<file path="src/pkg/sdu_pkg.sv">
package sdu_pkg;

  // operand widths
  localparam int unsigned DIVIDEND_W = 64;
  localparam int unsigned DIVISOR_W  = 32;
  localparam int unsigned WORD_BITS  = 16;
  localparam int unsigned LONG_BITS  = 32;

  // whole-instruction cycle counts and the early-finish savings
  localparam int unsigned WORD_CYCLES    = 107;
  localparam int unsigned LONG_CYCLES    = 744;
  localparam int unsigned WORD_ZERO_SAVE = 94;
  localparam int unsigned LONG_ZERO_SAVE = 714;
  localparam int unsigned WORD_OVF_SAVE  = 82;
  localparam int unsigned LONG_OVF_SAVE  = 693;
  localparam int unsigned CNT_W          = 10;

  localparam logic [CNT_W-1:0] WORD_FULL_CNT = CNT_W'(WORD_CYCLES);
  localparam logic [CNT_W-1:0] LONG_FULL_CNT = CNT_W'(LONG_CYCLES);
  localparam logic [CNT_W-1:0] WORD_ZERO_CNT = CNT_W'(WORD_CYCLES - WORD_ZERO_SAVE);
  localparam logic [CNT_W-1:0] LONG_ZERO_CNT = CNT_W'(LONG_CYCLES - LONG_ZERO_SAVE);
  localparam logic [CNT_W-1:0] WORD_OVF_CNT  = CNT_W'(WORD_CYCLES - WORD_OVF_SAVE);
  localparam logic [CNT_W-1:0] LONG_OVF_CNT  = CNT_W'(LONG_CYCLES - LONG_OVF_SAVE);

  // divider iteration counts (one quotient bit per cycle)
  localparam logic [6:0] WORD_STEPS = 7'h20;
  localparam logic [6:0] LONG_STEPS = 7'h40;

  // register port
  localparam int unsigned ADDR_W       = 8;
  localparam logic [7:0] STATUS_OFS    = 8'h00;
  localparam logic [7:0] MASK_OFS      = 8'h04;
  localparam logic [7:0] RESULT_OFS    = 8'h08;

  // event bit positions, shared by status and mask
  localparam int unsigned EV_DONE   = 0;
  localparam int unsigned EV_ZERO   = 1;
  localparam int unsigned EV_GROSS  = 2;
  localparam int unsigned EV_MARGIN = 3;
  localparam int unsigned EV_W      = 4;
  localparam logic [3:0] EV_RESET   = 4'h0;

  // result register fields: c z s v busy
  localparam int unsigned RF_C    = 0;
  localparam int unsigned RF_Z    = 1;
  localparam int unsigned RF_S    = 2;
  localparam int unsigned RF_V    = 3;
  localparam int unsigned RF_BUSY = 4;

  typedef enum logic [0:0]
  {
    ST_IDLE = 1'b0,
    ST_RUN  = 1'b1
  } sdu_state_t;

endpackage

</file>
<file path="src/pkg/sdu_core_if.sv">
`timescale 1ns/1ps
interface sdu_core_if;
  logic        start;
  logic [63:0] dividend_mag;
  logic [31:0] divisor_mag;
  logic [6:0]  steps;
  logic [63:0] quo_mag;
  logic [31:0] rem_mag;
  logic        busy;

  modport ctrl (output start, output dividend_mag, output divisor_mag, output steps,
                input quo_mag, input rem_mag, input busy);
  modport core (input start, input dividend_mag, input divisor_mag, input steps,
                output quo_mag, output rem_mag, output busy);
endinterface

</file>
<file path="src/rtl/sdu_mag_divider.sv">
`timescale 1ns/1ps
module sdu_mag_divider
  import sdu_pkg::*;
(
  input  wire logic  i_core_clk,
  input  wire logic  i_rst,
  input  wire logic  i_ce,
  sdu_core_if.core   bus
);

  logic [32:0] rem;
  logic [63:0] quo;
  logic [6:0]  left;
  logic [32:0] trial;
  logic        fits;

  // shift in the next dividend bit and try the subtraction
  always_comb
  begin
    trial = {rem[31:0], quo[63]};
    fits  = (trial >= {1'b0, bus.divisor_mag});
  end

  // restoring division on magnitudes, msb first; word operands are preloaded high
  always_ff @(posedge i_core_clk)
  begin
    if (i_rst)
    begin
      rem  <= 33'h0_0000_0000;
      quo  <= 64'h0;
      left <= 7'h00;
    end
    else if (i_ce)
    begin
      if (bus.start)
      begin
        rem  <= 33'h0_0000_0000;
        quo  <= (bus.steps == WORD_STEPS) ? {bus.dividend_mag[31:0], 32'h0000_0000} : bus.dividend_mag;
        left <= bus.steps;
      end
      else if (left != 7'h00)
      begin
        rem  <= fits ? (trial - {1'b0, bus.divisor_mag}) : trial;
        quo  <= {quo[62:0], fits};
        left <= left - 7'h01;
      end
    end
  end

  assign bus.quo_mag = (left == 7'h00 && bus.steps == WORD_STEPS) ? {32'h0000_0000, quo[31:0]} : quo;
  assign bus.rem_mag = rem[31:0];
  assign bus.busy    = (left != 7'h00);

endmodule

</file>
<file path="src/rtl/sdu_signed_divide_unit.sv">
// What this block does
// [RULE1] word form: 32-bit pair divided by 16 bits, quotient low half, remainder high
// [RULE2] long form: 64-bit quadruple divided by 32 bits, quotient low, remainder high
// [RULE3] divisor arrives as a value whatever its addressing mode; destination is a register
// [RULE4] divisor storage is never written by this unit
// [RULE5] dividend and divisor are signed two's complement
// [RULE6] remainder takes the dividend's sign; quotient truncates toward zero
// [RULE7] normal range: write results, clear overflow and carry, zero and sign from quotient
// [RULE8] zero divisor: destination unchanged, overflow set, carry and sign cleared
// [RULE9] gross overflow: destination undefined, overflow set, carry and zero cleared
// [RULE10] marginal overflow: store quotient without sign plus remainder, set overflow and carry
// [RULE11] zero flag set when quotient or divisor is zero, unless forced clear
// [RULE12] sign flag undefined on gross overflow, else follows quotient sign
// [RULE13] overflow set on zero divisor or quotient outside the normal range
// [RULE14] zero divisor and overflow finish early by the documented cycle savings
// [RULE15] start pulse with operands; busy until results valid; one-cycle done
`timescale 1ns/1ps
module sdu_signed_divide_unit
  import sdu_pkg::*;
(
  input  wire logic                         i_core_clk,
  input  wire logic                         i_rst,
  input  wire logic                         i_ce,
  input  wire logic                         i_start,
  input  wire logic                         i_long_quotient_op,
  input  wire logic [sdu_pkg::DIVIDEND_W-1:0] i_dividend,
  input  wire logic [sdu_pkg::DIVISOR_W-1:0]  i_divisor,
  output logic                              o_busy,
  output logic                              o_done,
  output logic [sdu_pkg::DIVIDEND_W-1:0]    o_dst,
  output logic                              o_dst_we,
  output logic                              o_flag_c,
  output logic                              o_flag_z,
  output logic                              o_flag_s,
  output logic                              o_flag_v,
  input  wire logic [sdu_pkg::ADDR_W-1:0]   i_reg_addr,
  input  wire logic [31:0]                  i_reg_wdata,
  input  wire logic                         i_reg_wr,
  input  wire logic                         i_reg_rd,
  output logic [31:0]                       o_reg_rdata,
  output logic                              o_irq
);

  sdu_core_if core_bus ();

  sdu_state_t       state;
  logic [CNT_W-1:0] cnt;
  logic [CNT_W-1:0] target;
  logic             op_long;
  logic             op_zero;
  logic             op_gross;
  logic             q_neg;
  logic             a_neg;
  logic [63:0]      a_mag;
  logic [31:0]      b_mag;
  logic             core_start;
  logic [6:0]       core_steps;
  logic [EV_W-1:0]  status;
  logic [EV_W-1:0]  mask;
  logic [EV_W-1:0]  next_status;
  logic [EV_W-1:0]  events;

  // operand preparation, looked at only in the start cycle
  logic             in_a_neg;
  logic             in_b_neg;
  logic [63:0]      in_a_sx;
  logic [31:0]      in_b_sx;
  logic [63:0]      in_a_mag;
  logic [31:0]      in_b_mag;
  logic             in_q_neg;
  logic             in_zero;
  logic [65:0]      in_limit;
  logic             in_gross;
  logic             take;

  assign take = (state == ST_IDLE) && i_start; // RULE15

  // sign-extend to full width and take magnitudes; the most negative value still fits unsigned
  always_comb
  begin
    in_a_neg = i_long_quotient_op ? i_dividend[63] : i_dividend[31]; // RULE5
    in_b_neg = i_long_quotient_op ? i_divisor[31] : i_divisor[15];
    in_a_sx  = i_long_quotient_op ? i_dividend : {{32{i_dividend[31]}}, i_dividend[31:0]}; // RULE1 RULE2
    in_b_sx  = i_long_quotient_op ? i_divisor : {{16{i_divisor[15]}}, i_divisor[15:0]}; // RULE3
    in_a_mag = in_a_neg ? (64'h0 - in_a_sx) : in_a_sx;
    in_b_mag = in_b_neg ? (32'h0000_0000 - in_b_sx) : in_b_sx;
    in_q_neg = in_a_neg ^ in_b_neg;
    in_zero  = (in_b_sx == 32'h0000_0000);
  end

  // gross overflow is |q| >= 2^n (positive) or |q| > 2^n (negative), known before dividing,
  // which is what lets the overflow case finish early
  always_comb
  begin
    in_limit = i_long_quotient_op ? ({34'h0_0000_0000, in_b_mag} << LONG_BITS)
                                  : ({34'h0_0000_0000, in_b_mag} << WORD_BITS);
    if (in_q_neg)
    begin
      in_limit = in_limit + {34'h0_0000_0000, in_b_mag};
    end
    in_gross = !in_zero && ({2'b00, in_a_mag} >= in_limit); // RULE9
  end

  // cycle budget per outcome
  logic [CNT_W-1:0] in_target;
  always_comb
  begin
    if (in_zero)
    begin
      in_target = i_long_quotient_op ? LONG_ZERO_CNT : WORD_ZERO_CNT; // RULE14
    end
    else if (in_gross)
    begin
      in_target = i_long_quotient_op ? LONG_OVF_CNT : WORD_OVF_CNT; // RULE14
    end
    else
    begin
      in_target = i_long_quotient_op ? LONG_FULL_CNT : WORD_FULL_CNT;
    end
  end

  // operand capture; the divider is skipped when the outcome is already known
  always_ff @(posedge i_core_clk)
  begin
    if (i_rst)
    begin
      op_long    <= 1'b0;
      op_zero    <= 1'b0;
      op_gross   <= 1'b0;
      q_neg      <= 1'b0;
      a_neg      <= 1'b0;
      a_mag      <= 64'h0;
      b_mag      <= 32'h0000_0000;
      target     <= {CNT_W{1'b0}};
      core_start <= 1'b0;
      core_steps <= WORD_STEPS;
    end
    else if (i_ce)
    begin
      core_start <= take && !in_zero && !in_gross;
      if (take)
      begin
        op_long    <= i_long_quotient_op;
        op_zero    <= in_zero;
        op_gross   <= in_gross;
        q_neg      <= in_q_neg;
        a_neg      <= in_a_neg;
        a_mag      <= in_a_mag;
        b_mag      <= in_b_mag;
        target     <= in_target;
        core_steps <= i_long_quotient_op ? LONG_STEPS : WORD_STEPS;
      end
    end
  end

  assign core_bus.start        = core_start;
  assign core_bus.dividend_mag = a_mag;
  assign core_bus.divisor_mag  = b_mag;
  assign core_bus.steps        = core_steps;

  sdu_mag_divider u_divider
  (
    .i_core_clk (i_core_clk),
    .i_rst      (i_rst),
    .i_ce       (i_ce),
    .bus        (core_bus.core)
  );

  // signed results from the magnitudes
  logic [63:0] q_signed;
  logic [31:0] r_signed;
  logic        q_is_zero;
  logic        q_normal;
  logic [63:0] half;
  always_comb
  begin
    q_signed  = q_neg ? (64'h0 - core_bus.quo_mag) : core_bus.quo_mag;
    r_signed  = a_neg ? (32'h0000_0000 - core_bus.rem_mag) : core_bus.rem_mag; // RULE6
    q_is_zero = (core_bus.quo_mag == 64'h0);
    half      = op_long ? 64'h0000_0000_8000_0000 : 64'h0000_0000_0000_8000;
    // negative side reaches one further than positive
    q_normal  = q_neg ? (core_bus.quo_mag <= half) : (core_bus.quo_mag < half); // RULE7 RULE13
  end

  // sequencing: count edges from the start edge; done lands on the budgeted edge
  always_ff @(posedge i_core_clk)
  begin
    if (i_rst)
    begin
      state  <= ST_IDLE;
      cnt    <= {CNT_W{1'b0}};
      o_busy <= 1'b0;
      o_done <= 1'b0;
    end
    else if (i_ce)
    begin
      o_done <= 1'b0;
      unique case (state)
        ST_IDLE:
        begin
          if (take)
          begin
            state  <= ST_RUN;
            cnt    <= {{(CNT_W-1){1'b0}}, 1'b1};
            o_busy <= 1'b1; // RULE15
          end
        end
        ST_RUN:
        begin
          if (cnt == target)
          begin
            state  <= ST_IDLE;
            o_busy <= 1'b0;
            o_done <= 1'b1; // RULE15
          end
          else
          begin
            cnt <= cnt + {{(CNT_W-1){1'b0}}, 1'b1};
          end
        end
      endcase
    end
  end

  logic finish;
  assign finish = (state == ST_RUN) && (cnt == target);

  // results and flags; only the destination is ever written, never the divisor
  always_ff @(posedge i_core_clk)
  begin
    if (i_rst)
    begin
      o_dst    <= 64'h0;
      o_dst_we <= 1'b0;
      o_flag_c <= 1'b0;
      o_flag_z <= 1'b0;
      o_flag_s <= 1'b0;
      o_flag_v <= 1'b0;
    end
    else if (i_ce)
    begin
      o_dst_we <= 1'b0;
      if (finish)
      begin
        if (op_zero)
        begin
          o_flag_v <= 1'b1; // RULE8 RULE13
          o_flag_c <= 1'b0; // RULE8
          o_flag_s <= 1'b0; // RULE8
          o_flag_z <= 1'b1; // RULE11
        end
        else if (op_gross)
        begin
          // sign is undefined here; driven low so the output stays deterministic
          o_flag_v <= 1'b1; // RULE9 RULE13
          o_flag_c <= 1'b0; // RULE9
          o_flag_z <= 1'b0; // RULE9 RULE11
          o_flag_s <= 1'b0; // RULE12
        end
        else
        begin
          // marginal case stores the low n quotient bits, which drops its sign bit
          o_dst    <= op_long ? {r_signed, q_signed[31:0]} // RULE2 RULE10
                              : {32'h0000_0000, r_signed[15:0], q_signed[15:0]}; // RULE1
          o_dst_we <= 1'b1; // RULE4
          o_flag_v <= !q_normal; // RULE7 RULE10 RULE13
          o_flag_c <= !q_normal; // RULE7 RULE10
          o_flag_z <= q_is_zero; // RULE11
          o_flag_s <= q_neg && !q_is_zero; // RULE12
        end
      end
    end
  end

  // events raised on the finishing edge
  always_comb
  begin
    events            = EV_RESET;
    events[EV_DONE]   = finish;
    events[EV_ZERO]   = finish && op_zero;
    events[EV_GROSS]  = finish && op_gross;
    events[EV_MARGIN] = finish && !op_zero && !op_gross && !q_normal;
  end

  // write-one-to-clear, with a same-cycle event winning over the clear
  always_comb
  begin
    next_status = status;
    if (i_reg_wr && i_reg_addr == STATUS_OFS)
    begin
      next_status = status & ~i_reg_wdata[EV_W-1:0];
    end
    next_status = next_status | events;
  end

  // status, mask and the interrupt level
  always_ff @(posedge i_core_clk)
  begin
    if (i_rst)
    begin
      status <= EV_RESET;
      mask   <= EV_RESET;
      o_irq  <= 1'b0;
    end
    else if (i_ce)
    begin
      status <= next_status;
      if (i_reg_wr && i_reg_addr == MASK_OFS)
      begin
        mask <= i_reg_wdata[EV_W-1:0];
      end
      o_irq <= |(next_status & ((i_reg_wr && i_reg_addr == MASK_OFS) ? i_reg_wdata[EV_W-1:0] : mask));
    end
  end

  // register reads: data stand one cycle after the strobe, zero otherwise
  always_ff @(posedge i_core_clk)
  begin
    if (i_rst)
    begin
      o_reg_rdata <= 32'h0000_0000;
    end
    else if (i_ce)
    begin
      o_reg_rdata <= 32'h0000_0000;
      if (i_reg_rd)
      begin
        unique case (i_reg_addr)
          STATUS_OFS: o_reg_rdata <= {28'h000_0000, status};
          MASK_OFS:   o_reg_rdata <= {28'h000_0000, mask};
          RESULT_OFS: o_reg_rdata <= {27'h000_0000, o_busy, o_flag_v, o_flag_s, o_flag_z, o_flag_c};
          default:    o_reg_rdata <= 32'h0000_0000;
        endcase
      end
    end
  end

endmodule
</file>
<file path="config.mk">
export PLATFORM = sky130hd
export DESIGN_NAME = sdu_signed_divide_unit
export DESIGN_NICKNAME = d
export VERILOG_FILES = /design/src/pkg/sdu_pkg.sv /design/src/pkg/sdu_core_if.sv /design/src/rtl/sdu_mag_divider.sv /design/src/rtl/sdu_signed_divide_unit.sv
export SDC_FILE = /design/constraint.sdc
export NUM_CORES = 1
export LEC_CHECK = 0
export ABC_CLOCK_PERIOD_IN_PS = 15300
export BUFFER_PORTS_ARGS = -buffer_cell sky130_fd_sc_hd__buf_2
export CAP_MARGIN = 20
export CORE_ASPECT_RATIO = 0.7
export CORE_MARGIN = 5
export CORE_UTILIZATION = 47
export DETAILED_ROUTE_END_ITERATION = 12
export PLACE_DENSITY = 0.78
export SETUP_SLACK_MARGIN = 0.02
export SLEW_MARGIN = 10
export SYNTH_ARGS = -nofsm -noshare
export SYNTH_HDL_FRONTEND = slang
export SYNTH_SLANG_ARGS = --single-unit
export TNS_END_PERCENT = 100
</file>
<file path="constraint.sdc">
create_clock -name i_core_clk -period 15.3 [get_ports i_core_clk]
set_input_delay 0.765 -clock i_core_clk [delete_from_list [all_inputs] [get_ports i_core_clk]]
set_output_delay 0.765 -clock i_core_clk [all_outputs]
set_load 0.005 [all_outputs]
</file>
; Word level (Yosys, flattened, before mapping)
; Index checks and enable logic that the tools add are counted.
[op_classes]
reduce_logical = 33
n_bitwise = 8
eq_ne = 7
mux = 54
magnitude_cmp = 4
addsub = 8
[ops]
columns = cell, n
row1 = $mux 64, 8
row2 = $mux 32, 8
row3 = $sub 1x32->32 const A, 3
row4 = $ge 64x66->1, 1
row5 = $mux 66, 1
row6 = $add 64x32->65, 1
row7 = $le 64x32->1, 1
row8 = $logic_not 64->1, 1
row9 = $lt 64x32->1, 1
row10 = $sub 1x64->64 const A, 1
row11 = $mux 10, 5
row12 = $ge 33x32->1, 1
row13 = $logic_not 32->1, 1
row14 = $sub 32x32->32, 1
row15 = $mux 7, 3
row16 = $mux 1, 20
row17 = $pmux 10 s2, 1
row18 = $pmux 5 s3, 1
row19 = $logic_and 1x1->1, 14
row20 = $add 10x1->10 const B, 1
row21 = $eq 10x10->1, 1
row22 = $mux 5, 2
row23 = $and 4x4->4, 2
row24 = $eq 8x3->1 const B, 1
row25 = other kinds (21), 34
[word_totals]
in_bits = 143
ff_bits = 345

; Logic depth before layout (Yosys ltp)
[logic_depth]
ltp_word = 10
ltp_mapped = 37
mapped_depth_nobuf = 35

; Cells and area by module
; A second synthesis with hierarchy kept.
[hier_totals]
cells_unflattened = 2951
area_unflattened_um2 = 22565.4
[by_module_without_submodules]
columns = module, n_inst, cells_per_inst, seq_area_each_um2, area_each_um2
row1 = sdu_signed_divide_unit, 1, 2150, 4124.0, 15842.7
row2 = sdu_mag_divider, 1, 801, 2062.0, 6722.7

; Worst setup path after synthesis
; Ideal clock, no wire load.
[synth_timing]
path_type = input -> register
startpoint = input i_long_quotient_op
endpoint = register target[0]
path_buffers = 9
setup_slack_ns = 8.225
cell_stages = 33
setup_ns = 0.070
t_arrival_ns = 7.005
cell_sequence = buf_2 -> buf_2 -> buf_2 -> clkbuf_1 -> clkbuf_1 -> clkbuf_1 -> clkbuf_1 -> buf_1 -> nor2_1 -> ha_1 -> and3_1 -> a2111oi_0 -> o21ai_1 -> a31oi_2 -> o31ai_4 -> a21boi_2 -> buf_4 -> nor3_1 -> xor2_1 -> ha_1 -> nand4_1 -> nor3_1 -> nand4_1 -> nor3_1 -> nand2_1 -> o2bb2ai_1 -> o221ai_1 -> and2_1 -> or2_2 -> ha_1 -> nand2_1 -> o211ai_1 -> a21oi_1
[synth_via]
elab_chain_cells = 10
elab_cells_between_ends = 20
[synth_lines]
columns = item, line_no
row1 = start: declaration, sdu_signed_divide_unit.sv:25  ; input wire logic i_long_quotient_op,
row2 = $mux 32, sdu_signed_divide_unit.sv:84  ; in_b_sx = i_long_quotient_op ? i_divisor : {{16{i_divisor[15]}}, i_divisor[15:0]};
row3 = $sub 1x32->32, sdu_signed_divide_unit.sv:86  ; in_b_mag = in_b_neg ? (32'h0000_0000 - in_b_sx) : in_b_sx;
row4 = $mux 32, sdu_signed_divide_unit.sv:86
row5 = $mux 64, sdu_signed_divide_unit.sv:95  ; in_limit = i_long_quotient_op ? ({34'h0_0000_0000, in_b_mag} << LONG_BITS)
row6 = $add 64x32->65, sdu_signed_divide_unit.sv:99  ; in_limit = in_limit + {34'h0_0000_0000, in_b_mag};
row7 = $mux 66, sdu_signed_divide_unit.sv:97  ; if (in_q_neg)
row8 = $ge 64x66->1, sdu_signed_divide_unit.sv:101  ; in_gross = !in_zero && ({2'b00, in_a_mag} >= in_limit);
row9 = $logic_and 1x1->1, sdu_signed_divide_unit.sv:101
row10 = $mux 10, sdu_signed_divide_unit.sv:112  ; else if (in_gross)
row11 = $mux 10 *, sdu_signed_divide_unit.sv:108  ; if (in_zero)
row12 = end signal: assignment, sdu_signed_divide_unit.sv:134  ; target <= {CNT_W{1'b0}};
row13 = end signal: assignment, sdu_signed_divide_unit.sv:150  ; target <= in_target;
row14 = end: declaration, sdu_signed_divide_unit.sv:48  ; logic [CNT_W-1:0] target;
; Mark *: on every way between the ends. The rest lies on a longest branch, timed or not.
; A chain may end at the register's enable or synchronous reset.

; Final worst setup path
[layout_timing]
startpoint = input i_long_quotient_op
endpoint = register target[1]
[layout_via]
elab_chain_cells = 10
elab_cells_between_ends = 21
[layout_lines]
columns = item, line_no
row1 = $mux 32, sdu_signed_divide_unit.sv:84
row2 = $sub 1x32->32, sdu_signed_divide_unit.sv:86
row3 = $mux 32, sdu_signed_divide_unit.sv:86
row4 = $mux 64, sdu_signed_divide_unit.sv:95
row5 = $add 64x32->65, sdu_signed_divide_unit.sv:99
row6 = $mux 66, sdu_signed_divide_unit.sv:97
row7 = $ge 64x66->1, sdu_signed_divide_unit.sv:101
row8 = $logic_and 1x1->1 *, sdu_signed_divide_unit.sv:101
row9 = named net in_gross, sdu_signed_divide_unit.sv:73  ; logic in_gross;
row10 = $mux 10 *, sdu_signed_divide_unit.sv:112
row11 = $mux 10 *, sdu_signed_divide_unit.sv:108
; The timed path passes the listed nets; every way through them passes the cells marked *.

==> PnR_summary.wiki <==
{| class="wikitable"
! Metric !! Value
|-
| Result of the run || completed
|-
| Kind of start point of the critical path || input port
|-
| Clock latency reported for the late side of the worst-skew pair || 600 ps
|-
| Post-route fraction of the period consumed by the critical path || 0.5545
|-
| Height of the chip || 190.2 um
|-
| Sequential Area || 6187 um^2
|-
| Via count normalized by instance count || 5.982
|-
| Power density cells || 116.1 nW/um^2
|-
| Final setup violating endpoints || 0
|-
| Reported net switching power || 1.099 mW
|-
| Commonest cells after routing, fill and taps aside || sky130_fd_sc_hd__nor2_1 (382), sky130_fd_sc_hd__nand2_1 (308), sky130_fd_sc_hd__dfxtp_1 (308)
|-
| Post-detailed-route DRC marker count || 0
|-
| Post-synth cell types || 81
|-
| Warnings, synthesis || 0
|-
| Crit Path Category || input port to register
|-
| Required @ worst endpoint || 15730 ps
|-
| Last weighted congestion value of the routability-driven placer || 1.015
|-
| Layout area overhead || 10.13%
|-
| Static leakage power || 9.589 nW
|-
| Unrepaired setup endpoints after global routing || no
|-
| Die outline width || 267.5 um
|-
| Yosys reg bits || 309
|-
| Share of total power in combinational logic || 0.402
|-
| Effective utilization at floorplan || 0.4725
|-
| Critical Path Fanout Max || 76
|-
| HPWL after detailed placement || 52.44 mm
|-
| Routed wire length || 69.31 mm
|-
| Post-route clock skew || 34.16 ps
|-
| Peak clock frequency supported by timing || 117.9 MHz
|-
| Part of the total power dissipated in the clock network || 0.271
|-
| Clock-pin slew on the worst setup and hold paths || 70 ps
|-
| Max transition margin || 0.3057
|-
| CTS root buffer || sky130_fd_sc_hd__clkbuf_16
|-
| Nets || 3215
|-
| Switching share of power || 0.3939
|-
| Post-Syn Instances || 2877
|-
| Arrival time worst endpoint || 8910 ps
|-
| TritonCTS buffer count || 31
|-
| Overall die area || 50890 um^2
|-
| Starting DRC count in detailed routing || 2812
|-
| First-pass GRT wire length || 107.1 mm
|-
| Max-cap check violation count || 0
|-
| Row cnt || 66
|-
| Final antenna-violating net count || 0
|-
| H-Tree Depth || 1
|-
| Met2 demand-to-capacity share in global routing || 0.3586
|-
| Number of buffers inserted to repair setup after CTS || 0
|-
| Layout cells sized above 1 || 0.1175
|-
| Least-Margin Pin Slew || 1041 ps
|-
| Area used by multi-input combinational logic || 14580 um^2
|-
| Count of hold-fix buffers inserted at cts || 0
|-
| Boundary Pins || 247
|-
| Area of the mapped netlist || 21810 um^2
|-
| Fraction of synthesis flops using an asynchronous set or reset pin || 0
|-
| Port Buf Inserts || 191
|-
| Vias post-DR || 21450
|-
| Minimum clock period || 8484 ps
|-
| Grt met1 use || 0.3988
|-
| Number of flops mapped to enable cells by yosys || 0
|-
| Path type of the worst min-delay path || input port to register
|-
| Pin count of the biggest net entering global routing || 107
|-
| Met3 Resource Use GR || 0.07068
|-
| Post-layout utilization of the core || 0.5204
|-
| Remaining global-route overflow || 0
|-
| Final Hold Vio Count || 0
|-
| Wirelength per Cell || 19.33 um
|-
| First-pass DRT Iterations || 6
|-
| Peak supply drop || 96.30 uV
|-
| TritonCTS clock tree || built
|-
| Reg-to-reg slack, setup || 11680 ps
|-
| Overall Global Routing Usage || 0.2581
|-
| Initial antenna violation count || 7
|-
| Worst Setup End Kind || register
|-
| Number of global-route vias before repair || 19010
|-
| Top FF cell, synth || sky130_fd_sc_hd__dfxtp_1
|-
| Count of filler cells inserted in the layout || 4476
|-
| Max Root-Sink Buffers || 3
|-
| Count of instances resized after the clock tree is built || 0
|-
| Pins Over Slew Limit || 0
|-
| Share of total power in sequential cells || 0.327
|-
| Most common cell after layout, fill and taps aside || sky130_fd_sc_hd__nor2_1
|-
| Post-route setup TNS || 0 ps
|-
| Post-Syn Area per Cell || 7.582 um^2
|-
| Number of sinks on the clock net || 309
|-
| Most utilized layer in the global route result || met1
|-
| Internal power component || 1.690 mW
|-
| Standard cell core area || 46160 um^2
|-
| Register area share after synthesis || 0.2836
|}
-- cell type report --
cell class | instances | area share
Antenna cell | 3 | 0.0003125
Sequential cell | 309 | 0.2576
Clock inverter | 14 | 0.005157
Multi-Input combinational cell | 2312 | 0.6070
Timing Repair Buffer | 216 | 0.04901
Inverter | 79 | 0.01234
Tap cell | 612 | 0.03188
Clock buffer | 41 | 0.03677
-- power by group through the flow --
stage / clock [mW] / combinational (mW) / sequential, mW
6_report: 0.756 / 1.12 / 0.913
5_1_grt: 0.798 / 1.24 / 0.918
4_1_cts: 0.762 / 1.08 / 0.910
3_5_place_dp: 0 / 1.07 / 0.928
3_3_place_gp: 0 / 1.06 / 0.927
2_1_floorplan: 0 / 0.833 / 0.904
-- synth_stat cells, types with 65 or more instances --
cell	number	area, um^2
sky130_fd_sc_hd__dfxtp_1	309	6186
sky130_fd_sc_hd__xnor2_1	95	832.1
sky130_fd_sc_hd__clkbuf_1	149	559.3
sky130_fd_sc_hd__inv_1	79	296.5
sky130_fd_sc_hd__ha_1	121	1514
sky130_fd_sc_hd__xor2_1	138	1209
sky130_fd_sc_hd__nor2_1	386	1449
sky130_fd_sc_hd__o21ai_0	167	835.8
sky130_fd_sc_hd__nand2_1	308	1156
sky130_fd_sc_hd__nor3_1	105	525.5
sky130_fd_sc_hd__a21oi_1	190	950.9
sky130_fd_sc_hd__a221oi_1	65	569.3
-- kinds of logic (layout without fill, tap and decap cells) --
| group | Yosys count | after routing | share of synthesized area |
|---|---|---|---|
| AOI/OAI and AO/OA | 702 | 702 | 0.2085 |
| xor gates and xnor gates | 233 | 233 | 0.09356 |
| and+or+nand+nor | 1158 | 1158 | 0.2543 |
| other | 1 | 30 | 0.0001719 |
| muxes | 69 | 69 | 0.03396 |
| DFF | 309 | 309 | 0.2836 |
| buffers and inverters | 282 | 350 | 0.05461 |
| adders and majority gates | 123 | 123 | 0.07124 |
-- metrics by stage --
stage          setup WS, ps  cell area [um^2]  total power, mW  cells  hold slack, ps
2_1_floorplan          8225             21910            1.737   2903           419.6
3_3_place_gp           6740             22960            1.985   3526           429.3
4_1_cts                7229             23970            2.750   3581           408.7
3_5_place_dp           6592             22960            2.000   3526           440.4
5_1_grt                6567             24010            2.953   3583           447.9
6_report               6816             24020            2.789   3586           434.7
-- sequential cells by signal (all words and copies together) (netlist names), 2 cells and up --
signal          flops
u_divider.rem      32
u_divider.left      7
a_mag              64
o_reg_rdata         5
cnt                10
o_dst              64
mask                4
target              8
status              4
core_bus.steps      2
u_divider.quo      64
b_mag              32
-- critical path: stages --
cell and delay (ps):
sky130_fd_sc_hd__buf_2 180, sky130_fd_sc_hd__buf_4 680, sky130_fd_sc_hd__mux2_2 580, sky130_fd_sc_hd__nand2b_1 140, sky130_fd_sc_hd__xor2_1 590, sky130_fd_sc_hd__nor2_1 180, sky130_fd_sc_hd__ha_1 430, sky130_fd_sc_hd__and3_1 210
sky130_fd_sc_hd__a2111oi_0 310, sky130_fd_sc_hd__o21ai_1 130, sky130_fd_sc_hd__a31oi_2 370, sky130_fd_sc_hd__o31ai_4 170, sky130_fd_sc_hd__a21boi_2 560, sky130_fd_sc_hd__nor3_1 160, sky130_fd_sc_hd__xnor2_1 350, sky130_fd_sc_hd__ha_1 320
sky130_fd_sc_hd__a21o_1 180, sky130_fd_sc_hd__a21o_1 170, sky130_fd_sc_hd__a21oi_1 140, sky130_fd_sc_hd__o21ai_0 210, sky130_fd_sc_hd__a2111oi_0 360, sky130_fd_sc_hd__o211ai_1 160, sky130_fd_sc_hd__o221ai_1 550, sky130_fd_sc_hd__and2_1 320
sky130_fd_sc_hd__nor2_1 90, sky130_fd_sc_hd__ha_1 280, sky130_fd_sc_hd__a21oi_1 130, sky130_fd_sc_hd__a211oi_1 80
-- path summary, 6_finish.rpt --
check	startpoint	end	cells after the start
min reg2reg	o_dst[49]	o_dst[49]	2
max	i_long_quotient_op	target[1]	28
max reg2reg	u_divider.rem[0]	u_divider.rem[13]	12
min	i_dividend[0]	a_mag[0]	3
-- routing by layer --
metal  vias up  part of all wire
met5         -           0.00046
met1      9940              0.46
met3        94              0.12
met4         6             0.020
met2      1008              0.39
li1      10400                 -
(Power assumes the default switching activity.)
